### config.mk
export PLATFORM = sky130hd
export DESIGN_NAME = ibbs_ctrl
export DESIGN_NICKNAME = d
export VERILOG_FILES = /design/src/ibbs_pkg.sv /design/src/ibbs_sync.sv /design/src/ibbs_ctrl.sv
export SDC_FILE = /design/constraint.sdc
export NUM_CORES = 1
export LEC_CHECK = 0
export BUFFER_PORTS_ARGS = -buffer_cell sky130_fd_sc_hd__buf_4
export CORE_ASPECT_RATIO = 1.2
export CORE_MARGIN = 1.5
export CORE_UTILIZATION = 41
export DETAILED_ROUTE_END_ITERATION = 8
export GPL_TIMING_DRIVEN = 0
export HOLD_SLACK_MARGIN = 0.06
export PLACE_DENSITY = 0.71
export SLEW_MARGIN = 25
export SYNTH_ARGS = -nofsm -noshare
export SYNTH_HDL_FRONTEND = slang
export SYNTH_SLANG_ARGS = --single-unit
### constraint.sdc
create_clock -name clk_i -period 3.9 [get_ports clk_i]
set_input_delay 0.195 -clock clk_i [delete_from_list [all_inputs] [get_ports clk_i]]
set_output_delay 0.195 -clock clk_i [all_outputs]
set_load 0.01 [all_outputs]
### src/ibbs_pkg.sv
package ibbs_pkg;
	// ============================================================
	// Reset values and timing
	// ============================================================
	localparam logic BUS_BUSY_RST = 1'b0;
	localparam int CLK_PERIOD_NS = 20;
	// Half of a bus bit time used for start/stop setup and hold.
	localparam int COND_HOLD_NS = 5000;
	localparam int COND_HOLD_CYC = (COND_HOLD_NS + CLK_PERIOD_NS - 1) / CLK_PERIOD_NS;
	localparam int CNT_W = 8;
	localparam int SYNC_STAGES = 2;

	typedef enum logic [2:0] {
		IBBS_IDLE = 3'b000,
		IBBS_ST_SETUP = 3'b001,
		IBBS_ST_HOLD = 3'b010,
		IBBS_SP_LOW = 3'b011,
		IBBS_SP_SETUP = 3'b100,
		IBBS_SP_HOLD = 3'b101
	} ibbs_state_t;
endpackage

### src/ibbs_sync.sv
`timescale 1ns/1ps
module ibbs_sync
(
	input wire logic clk_i,
	input wire logic rst_n_i,
	input wire logic async_i,
	output logic sync_o
);
	import ibbs_pkg::*;

	// ============================================================
	// Two-flop synchroniser; idle bus lines sit high.
	// ============================================================
	typedef struct packed {
		logic meta;
		logic sync;
	} ibbs_sync_t;

	ibbs_sync_t st;
	ibbs_sync_t next_st;

	always_comb
	begin
		next_st.meta = async_i;
		next_st.sync = st.meta;
	end

	always_ff @(posedge clk_i or negedge rst_n_i)
	begin
		if (!rst_n_i)
			st <= '{meta: 1'b1, sync: 1'b1};
		else
			st <= next_st;
	end

	assign sync_o = st.sync;
endmodule

### src/ibbs_ctrl.sv
`timescale 1ns/1ps
// Overview of operation
// - In slave mode the bus busy flag is readable as bus occupied status.
// - SDA falling while SCL high sets the bus busy flag.
// - SDA rising while SCL high clears the bus busy flag.
// - Writes to the bus busy flag are ignored in slave mode.
// - Master write busy=1 with guard=0 in transmit mode issues a start condition.
// - A repeated start uses the same write as a first start.
module ibbs_ctrl
#(
	parameter int HOLD_CYC = ibbs_pkg::COND_HOLD_CYC
)
(
	input wire logic clk_i,
	input wire logic rst_n_i,
	input wire logic scl_i,
	input wire logic sda_i,
	input wire logic master_i,
	input wire logic transmit_i,
	input wire logic wr_i,
	input wire logic wr_bus_busy_flag_i,
	input wire logic wr_start_stop_write_guard_i,
	output logic bus_busy_flag_o,
	output logic scl_o,
	output logic scl_oe_o,
	output logic sda_o,
	output logic sda_oe_o,
	output logic cond_active_o
);
	import ibbs_pkg::*;

	// The hold counter must be able to hold the configured count.
	if (HOLD_CYC < 1 || HOLD_CYC > (2 ** CNT_W) - 1)
	begin
		$error("HOLD_CYC out of range");
	end

	// ============================================================
	// State
	// ============================================================
	typedef struct packed {
		logic scl_q;
		logic sda_q;
		logic busy;
		ibbs_state_t fsm;
		logic [CNT_W-1:0] cnt;
		logic scl_oe;
		logic sda_oe;
		logic active;
	} ibbs_ctrl_t;

	ibbs_ctrl_t st;
	ibbs_ctrl_t next_st;
	logic scl_s;
	logic sda_s;
	logic start_det;
	logic stop_det;
	logic cnt_done;
	logic wr_ok;

	ibbs_sync u_scl_sync
	(
		.clk_i(clk_i),
		.rst_n_i(rst_n_i),
		.async_i(scl_i),
		.sync_o(scl_s)
	);

	ibbs_sync u_sda_sync
	(
		.clk_i(clk_i),
		.rst_n_i(rst_n_i),
		.async_i(sda_i),
		.sync_o(sda_s)
	);

	assign start_det = st.scl_q && scl_s && st.sda_q && !sda_s;
	assign stop_det = st.scl_q && scl_s && !st.sda_q && sda_s;
	assign cnt_done = (st.cnt == '0);
	// Slave mode drops the write entirely; start also needs transmit mode.
	assign wr_ok = wr_i && master_i && !wr_start_stop_write_guard_i;

	// ============================================================
	// Next state
	// ============================================================
	always_comb
	begin
		next_st = st;
		next_st.scl_q = scl_s;
		next_st.sda_q = sda_s;
		if (!cnt_done)
			next_st.cnt = st.cnt - 1'b1;
		// The flag follows the bus only, so own conditions update it too.
		if (start_det)
			next_st.busy = 1'b1;
		else if (stop_det)
			next_st.busy = 1'b0;
		case (st.fsm)
			IBBS_IDLE:
			begin
				if (wr_ok && wr_bus_busy_flag_i && transmit_i)
				begin
					next_st.fsm = IBBS_ST_SETUP;
					next_st.sda_oe = 1'b0;
					next_st.cnt = CNT_W'(HOLD_CYC);
				end
				else if (wr_ok && !wr_bus_busy_flag_i)
				begin
					next_st.fsm = IBBS_SP_LOW;
					next_st.sda_oe = 1'b1;
					next_st.cnt = CNT_W'(HOLD_CYC);
				end
			end
			IBBS_ST_SETUP:
			begin
				// SDA is let go first while SCL stays low, so that a repeated
				// start can never look like a stop to the other devices.
				if (st.scl_oe)
				begin
					if (cnt_done)
					begin
						next_st.scl_oe = 1'b0;
						next_st.cnt = CNT_W'(HOLD_CYC);
					end
				end
				// Released SDA and SCL must be seen high before SDA falls.
				else if (cnt_done && scl_s && sda_s)
				begin
					next_st.fsm = IBBS_ST_HOLD;
					next_st.sda_oe = 1'b1;
					next_st.cnt = CNT_W'(HOLD_CYC);
				end
			end
			IBBS_ST_HOLD:
			begin
				if (cnt_done)
				begin
					next_st.fsm = IBBS_IDLE;
					next_st.scl_oe = 1'b1;
				end
			end
			IBBS_SP_LOW:
			begin
				if (cnt_done)
				begin
					next_st.fsm = IBBS_SP_SETUP;
					next_st.scl_oe = 1'b0;
					next_st.cnt = CNT_W'(HOLD_CYC);
				end
			end
			IBBS_SP_SETUP:
			begin
				if (cnt_done && scl_s)
				begin
					next_st.fsm = IBBS_SP_HOLD;
					next_st.sda_oe = 1'b0;
					next_st.cnt = CNT_W'(HOLD_CYC);
				end
			end
			IBBS_SP_HOLD:
			begin
				if (cnt_done)
					next_st.fsm = IBBS_IDLE;
			end
			default:
			begin
				next_st.fsm = IBBS_IDLE;
				next_st.scl_oe = 1'b0;
				next_st.sda_oe = 1'b0;
			end
		endcase
		next_st.active = (next_st.fsm != IBBS_IDLE);
	end

	always_ff @(posedge clk_i or negedge rst_n_i)
	begin
		if (!rst_n_i)
			st <= '{scl_q: 1'b1, sda_q: 1'b1, busy: BUS_BUSY_RST, fsm: IBBS_IDLE,
				cnt: '0, scl_oe: 1'b0, sda_oe: 1'b0, active: 1'b0};
		else
			st <= next_st;
	end

	assign bus_busy_flag_o = st.busy;
	assign scl_o = 1'b0;
	assign sda_o = 1'b0;
	assign scl_oe_o = st.scl_oe;
	assign sda_oe_o = st.sda_oe;
	assign cond_active_o = st.active;
endmodule

==> results.json, run 1 <==
{
  "status": "completed",
  "r2r_cells": 8,
  "setup_tns_ns": 0,
  "drv_slew": 0,
  "grt_pass1_wl_um": 3690,
  "crit_type": "reg2reg",
  "drive_above_1_share_pct": 23.0,
  "core_area_um2": 2580,
  "yosysWarningCount": 0,
  "start_util_pct": 44.1,
  "drtIter0Drc": 21,
  "wl_per_cell_um": 13.4,
  "clock.fmax_mhz": 480,
  "holdWs_ns": 0.294,
  "powerDensity_nw_per_um2": 263,
  "post_drt_via_cell_ratio": 5.63,
  "grt_setup_unrepaired": "false",
  "io_pins": 15,
  "async_reset_ff_share_pct": 100,
  "grt_usage_pct": 15.9,
  "yosys_most_used_dff": "dfrtp_1",
  "largest_reg_flops": 13,
  "core.rowCount": 20,
  "drv_cap": 0,
  "drt-total-wl_um": 2250,
  "clockBufferDepth": 2,
  "final_util_pct": 51.6,
  "drc": 0,
  "cp-start-kind": "flip-flop",
  "ys_ff_latch": 21,
  "die_w_um": 51.1,
  "setup_viol": 0,
  "critPathMaxStageDelay_ns": 0.41,
  "tritoncts": "yes",
  "hold_viol_final": 0,
  "grt_overflow_total": 0,
  "synth_top_area_share_pct": 33.0,
  "clk-insertion-delay-late_ns": 0.30,
  "period_share_pct": 53.4,
  "synth.distinct_cells": 47,
  "avgSynthCellArea_um2": 9.88,
  "n_antenna_cell": 0,
  "io_buffers": 12,
  "antenna_found_initial": 0,
  "grt_max_degree": 22,
  "area_growth_pct": 17.0,
  "dieHeight_um": 60.7,
  "grt_pass1_vias": 923,
  "synth-edff-count": 0,
  "drtPass1Iterations": 4,
  "worst_ir_drop_vdd_mv": 0.199,
  "cts-root-buf": "clkbuf_4",
  "synth_area_leaders": "dfrtp_1 33%, dfstp_2 14%, ha_1 3.3%",
  "synth_common_cells": "15 x dfrtp_1, 10 x nand2_1, 8 x nor2_1",
  "cp_max_fo": 9,
  "htree_levels": 1,
  "syn-cell-area_um2": 1140,
  "dp_hpwl_um": 1650,
  "crit_required_ns": 4.11,
  "yosysTopAreaCell": "dfrtp_1",
  "setup_ws_ns": 1.82,
  "worst_slew_pin_slew_ns": 0.613,
  "dieArea_um2": 3100,
  "hp-class": "in2async",
  "power.leakage_nw": 0.579,
  "top_register": "st",
  "vias": 946,
  "nets": 148,
  "cp_cell_sequence": "inv_1 -> ha_1 -> nor3b_4 -> and2_1 -> buf_6 -> inv_4 -> or3_1 -> a21bo_1",
  "post-place-ws_ns": 1.83,
  "r2r-end": "st[4]",
  "globalplace.congestion": 0.820,
  "finClkSkew_ns": 0.00295,
  "clkSlewWorstSetupHoldPaths_ns": 0.11,
  "fin_crit_ns": 2.08,
  "antenna_left": 0,
  "rrSetupSlack_ns": 1.82,
  "numCtsBuffers": 3,
  "worstPathArrival_ns": 2.29,
  "max-slew-margin-rel_pct": 58.5,
  "cts_sinks": 21,
  "endpoint_kind": "flip-flop",
  "post-synth-top-count-cell": "dfrtp_1",
  "netlist_instances": 115,
  "worstReg2RegStart": "st[3]",
  "cp_slowest_cell": "dfrtp_1",
  "seq_area_frac_synth_pct": 46.9
}
[stage by stage]
stage,power (W),std cells,instance area [um^2]
finish,0.000349,168,1330
global route,0.000365,168,1330
CTS,0.000356,168,1330
detailed placement,0.000250,161,1270
global placement,0.000249,161,1270
floorplan,0.000236,116,1140
[placed cells by master, fill, tap and decap left out, types with 4 or more instances in the layout]
master and instances:
dfrtp_1 15, buf_4 14, nand2_1 10, nor2_1 8
inv_1 6, a21oi_1 6, dfstp_2 6, o211ai_1 4
o21ai_0 4, nand3_1 4
[repair_timing]
action | CTS | global route
hold endpoints to repair | 23 | 0
resized for setup | 0 | 0
buffers inserted | 0 | 0
hold buffers | 3 | 0
[per-layer routing]
| metal | global-route usage, % | vias up | wire [um] |
|---|---|---|---|
| met1 | 17.3 | 462 | 996 |
| met3 | 3.69 | 5 | 76 |
| met4 | 8.11 | 0 | 34 |
| met5 | 0 | - | 0 |
| li1 | - | 461 | - |
| met2 | 28.9 | 18 | 1140 |
[worst max path at each step]
stage | start | endpoint | slack [ns] | cells after the start
2_1_floorplan | st[3] | st[4] | 2.02 | 8
3_3_place_gp | st[3] | st[4] | 1.88 | 8
3_5_place_dp | st[3] | st[4] | 1.83 | 8
4_1_cts | st[3] | st[4] | 1.82 | 8
5_1_grt | st[3] | st[4] | 1.71 | 8
6_report | st[3] | st[4] | 1.82 | 8
[kinds of logic (layout without fill, tap and decap cells)]
logic type / after synthesis / after routing / share of synthesized area, %
XOR/XNOR: 2 / 2 / 1.54
flip-flops: 21 / 21 / 46.9
multiplexers: 1 / 1 / 0.881
buffers and inverters: 13 / 32 / 5.95
other: 1 / 2 / 0.330
AND/OR/NAND/NOR: 44 / 44 / 22.5
AO/OA/AOI/OAI: 30 / 30 / 18.6
adder cells (fa/ha/maj): 3 / 3 / 3.30
[critical path: cells and delay by family (launching register included)]
family / cells / cell delay [ns]
AO/OA/AOI/OAI: 1 / 0.19
AND/OR/NAND/NOR: 3 / 0.90
adder cells (fa/ha/maj): 1 / 0.20
flip-flops: 1 / 0.41
buffers and inverters: 3 / 0.29
[layout make-up]
class                           instances  area, um^2
Tap cell                               33        41.3
Timing Repair Buffer                   15         120
Fill cell                             232        1250
Multi-Input combinational cell         82         539
Clock inverter                          1        5.00
Inverter                                7        28.8
Sequential cell                        21         533
Buffer                                  6        38.8
Clock buffer                            3        22.5
[power by group]
| part | total [W] | switching, W | internal, W | leakage, nW |
|---|---|---|---|---|
| Combinational | 0.0000207 | 0.00000954 | 0.0000112 | 0.340 |
| Clock | 0.000101 | 0.0000630 | 0.0000383 | 0.0177 |
| Sequential | 0.000227 | 0.00000287 | 0.000224 | 0.222 |
| Total | 0.000349 | 0.0000754 | 0.000274 | 0.579 |
Note: power is estimated with default switching activity, not from simulation.
==> run 2, diff against run 1 <==
--- a/config.mk
+++ b/config.mk
@@ -12,7 +12,7 @@
 export DETAILED_ROUTE_END_ITERATION = 8
 export GPL_TIMING_DRIVEN = 0
 export HOLD_SLACK_MARGIN = 0.06
-export PLACE_DENSITY = 0.71
+export PLACE_DENSITY = 0.73
 export SLEW_MARGIN = 25
 export SYNTH_ARGS = -nofsm -noshare
 export SYNTH_HDL_FRONTEND = slang
==> constraint.sdc (replaced) <==
create_clock -name clk_i -period 1.85 [get_ports clk_i]
set_input_delay 0.0925 -clock clk_i [delete_from_list [all_inputs] [get_ports clk_i]]
set_output_delay 0.0925 -clock clk_i [all_outputs]
set_load 0.01 [all_outputs]
==> run 2 against run 1 <==
Compared with the run above:
- worst hold slack got worse by 0.12 ns
- flip-flop and latch count did not move
- cell count rose by 1.8%
- maximum frequency rose by 17%
- clock skew rose by 0.011 ns
- highest routed layer unchanged
- non-clock buffer count rose by 3
- critical path depth fell by 1
==> results.json, run 2 (synthesis results as in run 1) <==
{
  "crit_type": "reg2reg",
  "worstPathArrival_ns": 1.96,
  "finalInstanceArea_um2": 1400,
  "io_buffers": 12,
  "mostFrequentLayoutCell": "buf_4",
  "grt_setup_unrepaired": "false",
  "status": "completed",
  "comb_power_share_pct": 5.8,
  "numCtsBuffers": 3,
  "post_drt_via_cell_ratio": 5.59,
  "swShare_pct": 23.3,
  "drtPass1Iterations": 4,
  "cp_slowest_cell": "dfrtp_1",
  "cp_max_fo": 8,
  "critPathMaxStageDelay_ns": 0.42,
  "dieArea_um2": 3100,
  "nets": 151,
  "drv_cap": 0,
  "grt_pass1_vias": 942,
  "intPower_w": 0.000579,
  "fin_crit_ns": 1.78,
  "crit_required_ns": 2.03,
  "endpoint_kind": "flip-flop",
  "area_growth_pct": 23.1,
  "dieHeight_um": 60.7,
  "pwr-share-clk_pct": 30.8,
  "die_w_um": 51.1,
  "drive_above_1_share_pct": 30.4,
  "core_area_um2": 2580,
  "antenna_found_initial": 0,
  "finClkSkew_ns": 0.0143,
  "drtIter0Drc": 18,
  "grt_overflow_total": 0,
  "critPathTopFamily": "simple AND/OR/NAND/NOR gates",
  "final_cells": 171,
  "start_util_pct": 44.1,
  "grt_usage_pct": 17.6,
  "dp_hpwl_um": 1780,
  "drc": 0,
  "htree_levels": 1,
  "n_antenna_cell": 0,
  "powerDensity_nw_per_um2": 539,
  "cts_sinks": 21,
  "grt_pass1_wl_um": 4080,
  "top_register": "st",
  "io_pins": 15,
  "clock.fmax_mhz": 562,
  "hold_viol_final": 0,
  "worst_ir_drop_vdd_mv": 0.485,
  "largest_reg_flops": 13,
  "dp.cells": 161,
  "hp-class": "in2async",
  "clk-insertion-delay-late_ns": 0.31,
  "final_util_pct": 54.3,
  "clockBufferDepth": 2,
  "globalplace.congestion": 0.816,
  "drv_slew": 0,
  "fillCellCount": 235,
  "clkSlewWorstSetupHoldPaths_ns": 0.13,
  "seqPwrFrac_pct": 63.4,
  "dpl_cell_area_um2": 1270,
  "period_share_pct": 96.2,
  "cp_cell_sequence": "inv_2 -> ha_4 -> nor3b_4 -> buf_4 -> and4b_2 -> a22o_1 -> nand4b_1",
  "setup_viol": 0,
  "antenna_left": 0,
  "cts-root-buf": "clkbuf_4",
  "power.leakage_nw": 0.587,
  "cp-start-kind": "flip-flop",
  "grt_max_degree": 22,
  "timing.critical_path.buf_inv": 2,
  "switchingPower_w": 0.000176,
  "core.rowCount": 20,
  "drt-total-wl_um": 2430,
  "wl_per_cell_um": 14.2,
  "layout_common_cells": "18 x buf_4, 15 x dfrtp_1, 10 x nand2_1",
  "tritoncts": "yes",
  "vias": 956
}
## run 2: stage by stage
stage	setup slack [ns]	total power, W	TNS, ns	hold WS (ns)
4_1_cts	0.00611	0.000765	0	0.174
2_1_floorplan	0.00124	0.000498	0	-0.203
3_5_place_dp	-0.190	0.000526	-0.376	-0.0127
6_report	0.0708	0.000755	0	0.169
3_3_place_gp	-0.141	0.000524	-0.273	-0.0137
5_1_grt	0.00530	0.000787	0	0.190
## run 2: layout make-up
cell class / count / area [um^2] / share of cell area (%)
plain buffers: 5 / 27.5 / 1.97
clock buffers: 3 / 22.5 / 1.61
clock inverters: 1 / 7.51 / 0.537
inverters: 7 / 28.8 / 2.06
multi-input cells: 82 / 588 / 42.0
flip-flops and latches: 21 / 533 / 38.1
well taps: 33 / 41.3 / 2.95
repair buffers: 19 / 150 / 10.7
## run 2: timing repair
item / CTS / global route
gates resized for setup: 1 / 7
setup endpoints to repair: 2 / 7
hold buffers: 3 / 0
buffers inserted: 1 / 3
hold endpoints to repair: 23 / 0
## run 2: metal layers
layer	vias up	GRT usage (%)	share of wire (%)
met5	-	0	0
met4	0	6.95	1.8
met3	6	2.96	4.0
met2	24	32.1	50
met1	463	20.7	44
li1	463	-	-
## run 2: worst reg2reg max path: stages (launching register included)
cell and delay [ns]:
dfrtp_1 0.42, inv_2 0.07, ha_4 0.17, nor3b_4 0.15, buf_4 0.17, and4b_2 0.25, a22o_1 0.24, nand4b_1 0.17
## run 2: power by group through the flow
stage / combinational (W) / sequential (W) / clock, W
floorplan: 0.0000118 / 0.000486 / 0
global placement: 0.0000377 / 0.000486 / 0
detailed placement: 0.0000387 / 0.000487 / 0
CTS: 0.0000442 / 0.000479 / 0.000242
global route: 0.0000486 / 0.000480 / 0.000258
finish: 0.0000434 / 0.000479 / 0.000232
## run 2: worst paths after layout
kind	start	to	slack, ns	depth (start not counted)
setup / recovery	st[4]	cond_active_o	0.07	7
hold / removal	rst_n_i	st[7]	0.17	2
setup reg to reg	st[4]	cond_active_o	0.07	7
hold reg to reg	u_scl_sync.next_st[0]	u_scl_sync.sync_o	0.37	0
max in group asynchronous	rst_n_i	u_sda_sync.next_st[0]	1.39	2
min in group clk_i	wr_bus_busy_flag_i	sda_oe_o	0.21	5
==> run 3, diff against run 2 <==
--- a/config.mk
+++ b/config.mk
@@ -9,6 +9,7 @@
 export CORE_ASPECT_RATIO = 1.2
 export CORE_MARGIN = 1.5
 export CORE_UTILIZATION = 41
+export CTS_BUF_LIST = sky130_fd_sc_hd__clkbuf_8
 export DETAILED_ROUTE_END_ITERATION = 8
 export GPL_TIMING_DRIVEN = 0
 export HOLD_SLACK_MARGIN = 0.06
==> constraint.sdc (replaced) <==
create_clock -name clk_i -period 1.85 [get_ports clk_i]
set_input_delay 0.0925 -clock clk_i [delete_from_list [all_inputs] [get_ports clk_i]]
set_output_delay 0.0925 -clock clk_i [all_outputs]
set_load 0.005 [all_outputs]
==> run 3 against run 2 <==
Compared with the run above:
- critical endpoint is now st[4]
- utilization up 0.44 points
- routed wire length up 0.62%
- die area unchanged
- clock skew down 0.011 ns
- clock-buffer cell count unchanged
- combinational power down 3%
- via count up 2.1%
- design area up 0.80%
- non-clock buffer count down 1
- maximum frequency up 1.1%
==> results.json, run 3 (synthesis results as in run 1) <==
{
  "core_area_um2": 2580,
  "dieArea_um2": 3100,
  "post-place-ws_ns": -0.190,
  "worstReg2RegStart": "st[4]",
  "period_share_pct": 95.2,
  "r2r-end": "st[4]",
  "worstPathArrival_ns": 1.92,
  "htree_levels": 1,
  "r2r_cells": 7,
  "wl_per_cell_um": 14.4,
  "grt_setup_unrepaired": "false",
  "cts_sinks": 21,
  "cp_max_fo": 8,
  "drtIter0Drc": 21,
  "top_register": "st",
  "final_util_pct": 54.7,
  "dp_hpwl_um": 1780,
  "grt_max_degree": 22,
  "numCtsBuffers": 3,
  "clk-insertion-delay-late_ns": 0.26,
  "setup_viol": 0,
  "fin_crit_ns": 1.76,
  "largest_reg_flops": 13,
  "core.rowCount": 20,
  "grt_pass1_vias": 941,
  "endpoint_kind": "flip-flop",
  "drv_slew": 0,
  "grt_overflow_total": 0,
  "crit_required_ns": 2.01,
  "dieHeight_um": 60.7,
  "antenna_left": 0,
  "worst_ir_drop_vdd_mv": 0.555,
  "hold_viol_final": 0,
  "layout_common_cells": "17 x buf_4, 15 x dfrtp_1, 10 x nand2_1",
  "crit_type": "reg2reg",
  "setup_ws_ns": 0.0897,
  "p_total_w": 0.000830,
  "io_pins": 15,
  "area_growth_pct": 24.1,
  "cts-root-buf": "clkbuf_8",
  "tritoncts": "yes",
  "start_util_pct": 44.1,
  "drtPass1Iterations": 4,
  "drv_cap": 0,
  "drc": 0,
  "nets": 150,
  "die_w_um": 51.1,
  "antenna_found_initial": 0,
  "clockBufferDepth": 2,
  "drive_above_1_share_pct": 29.9,
  "drt-total-wl_um": 2440,
  "grt_pass1_wl_um": 4130,
  "cp-start-kind": "flip-flop",
  "clock.fmax_mhz": 568,
  "n_antenna_cell": 0,
  "grt_usage_pct": 17.6,
  "post_drt_via_cell_ratio": 5.74,
  "hp-class": "in2async",
  "powerDensity_nw_per_um2": 589,
  "setup_tns_ns": 0,
  "vias": 976,
  "clkSlewWorstSetupHoldPaths_ns": 0.08,
  "io_buffers": 12,
  "status": "completed",
  "rrSetupSlack_ns": 0.09,
  "globalplace.congestion": 0.816,
  "power.leakage_nw": 0.590,
  "finClkSkew_ns": 0.00339,
  "mostFrequentLayoutCell": "buf_4"
}
[run 3: cell types whose count changed in the layout (fill, tap and decap cells not counted), sizes merged]
cell / change
buf: -1
[run 3: worst max path at each step]
stage | start | endpoint | slack, ns
global placement | st[4] | st[4] | -0.14
detailed placement | st[4] | st[4] | -0.19
CTS | st[4] | st[4] | 0.01
floorplan | st[4] | st[4] | 0.001
global route | st[4] | cond_active_o | 0.01
finish | st[4] | st[4] | 0.09
[run 3: layout make-up]
class	instances	area, um^2
timing repair buffer	18	143
tap	33	41.3
fill	228	1170
inverter	7	28.8
multi-input combinational	82	588
clock inverter	1	7.51
clock buffer	3	41.3
sequential	21	533
buffer	5	27.5
[run 3: repair_timing]
item,4_1_cts,5_1_grt
endpoints found under the setup margin,2,6
resized for setup,1,7
setup buffers,1,2
hold buffers,3,0
cloned,0,0
endpoints found under the hold margin,23,0
[run 3: through the flow]
stage / cell area, um^2 / hold WS (ns) / std cells
2_1_floorplan: 1140 / -0.203 / 116
3_3_place_gp: 1270 / -0.0137 / 161
3_5_place_dp: 1270 / -0.0127 / 161
4_1_cts: 1370 / 0.243 / 169
5_1_grt: 1410 / 0.261 / 170
6_report: 1410 / 0.239 / 170
[run 3: layer usage]
metal	share of wire, %	up-vias	track usage (%)
met5	0	-	0
met4	1.6	0	5.79
met3	5.2	6	2.96
met2	48	35	32.1
met1	45	475	21.2
li1	-	460	-
[run 3: power by group]
part           switching [W]  internal [W]  leakage (nW)
logic              0.0000185     0.0000234         0.346
clock network       0.000158      0.000152        0.0217
registers         0.00000598      0.000472         0.222
total               0.000183      0.000648         0.590
[run 3: worst max-delay path, stage by stage (launching register included)]
cell and delay (ns):
dfrtp_1 0.42, inv_2 0.10, ha_4 0.15, nor3b_4 0.20, and2_4 0.25, inv_4 0.04, or3_1 0.33, a21bo_1 0.17
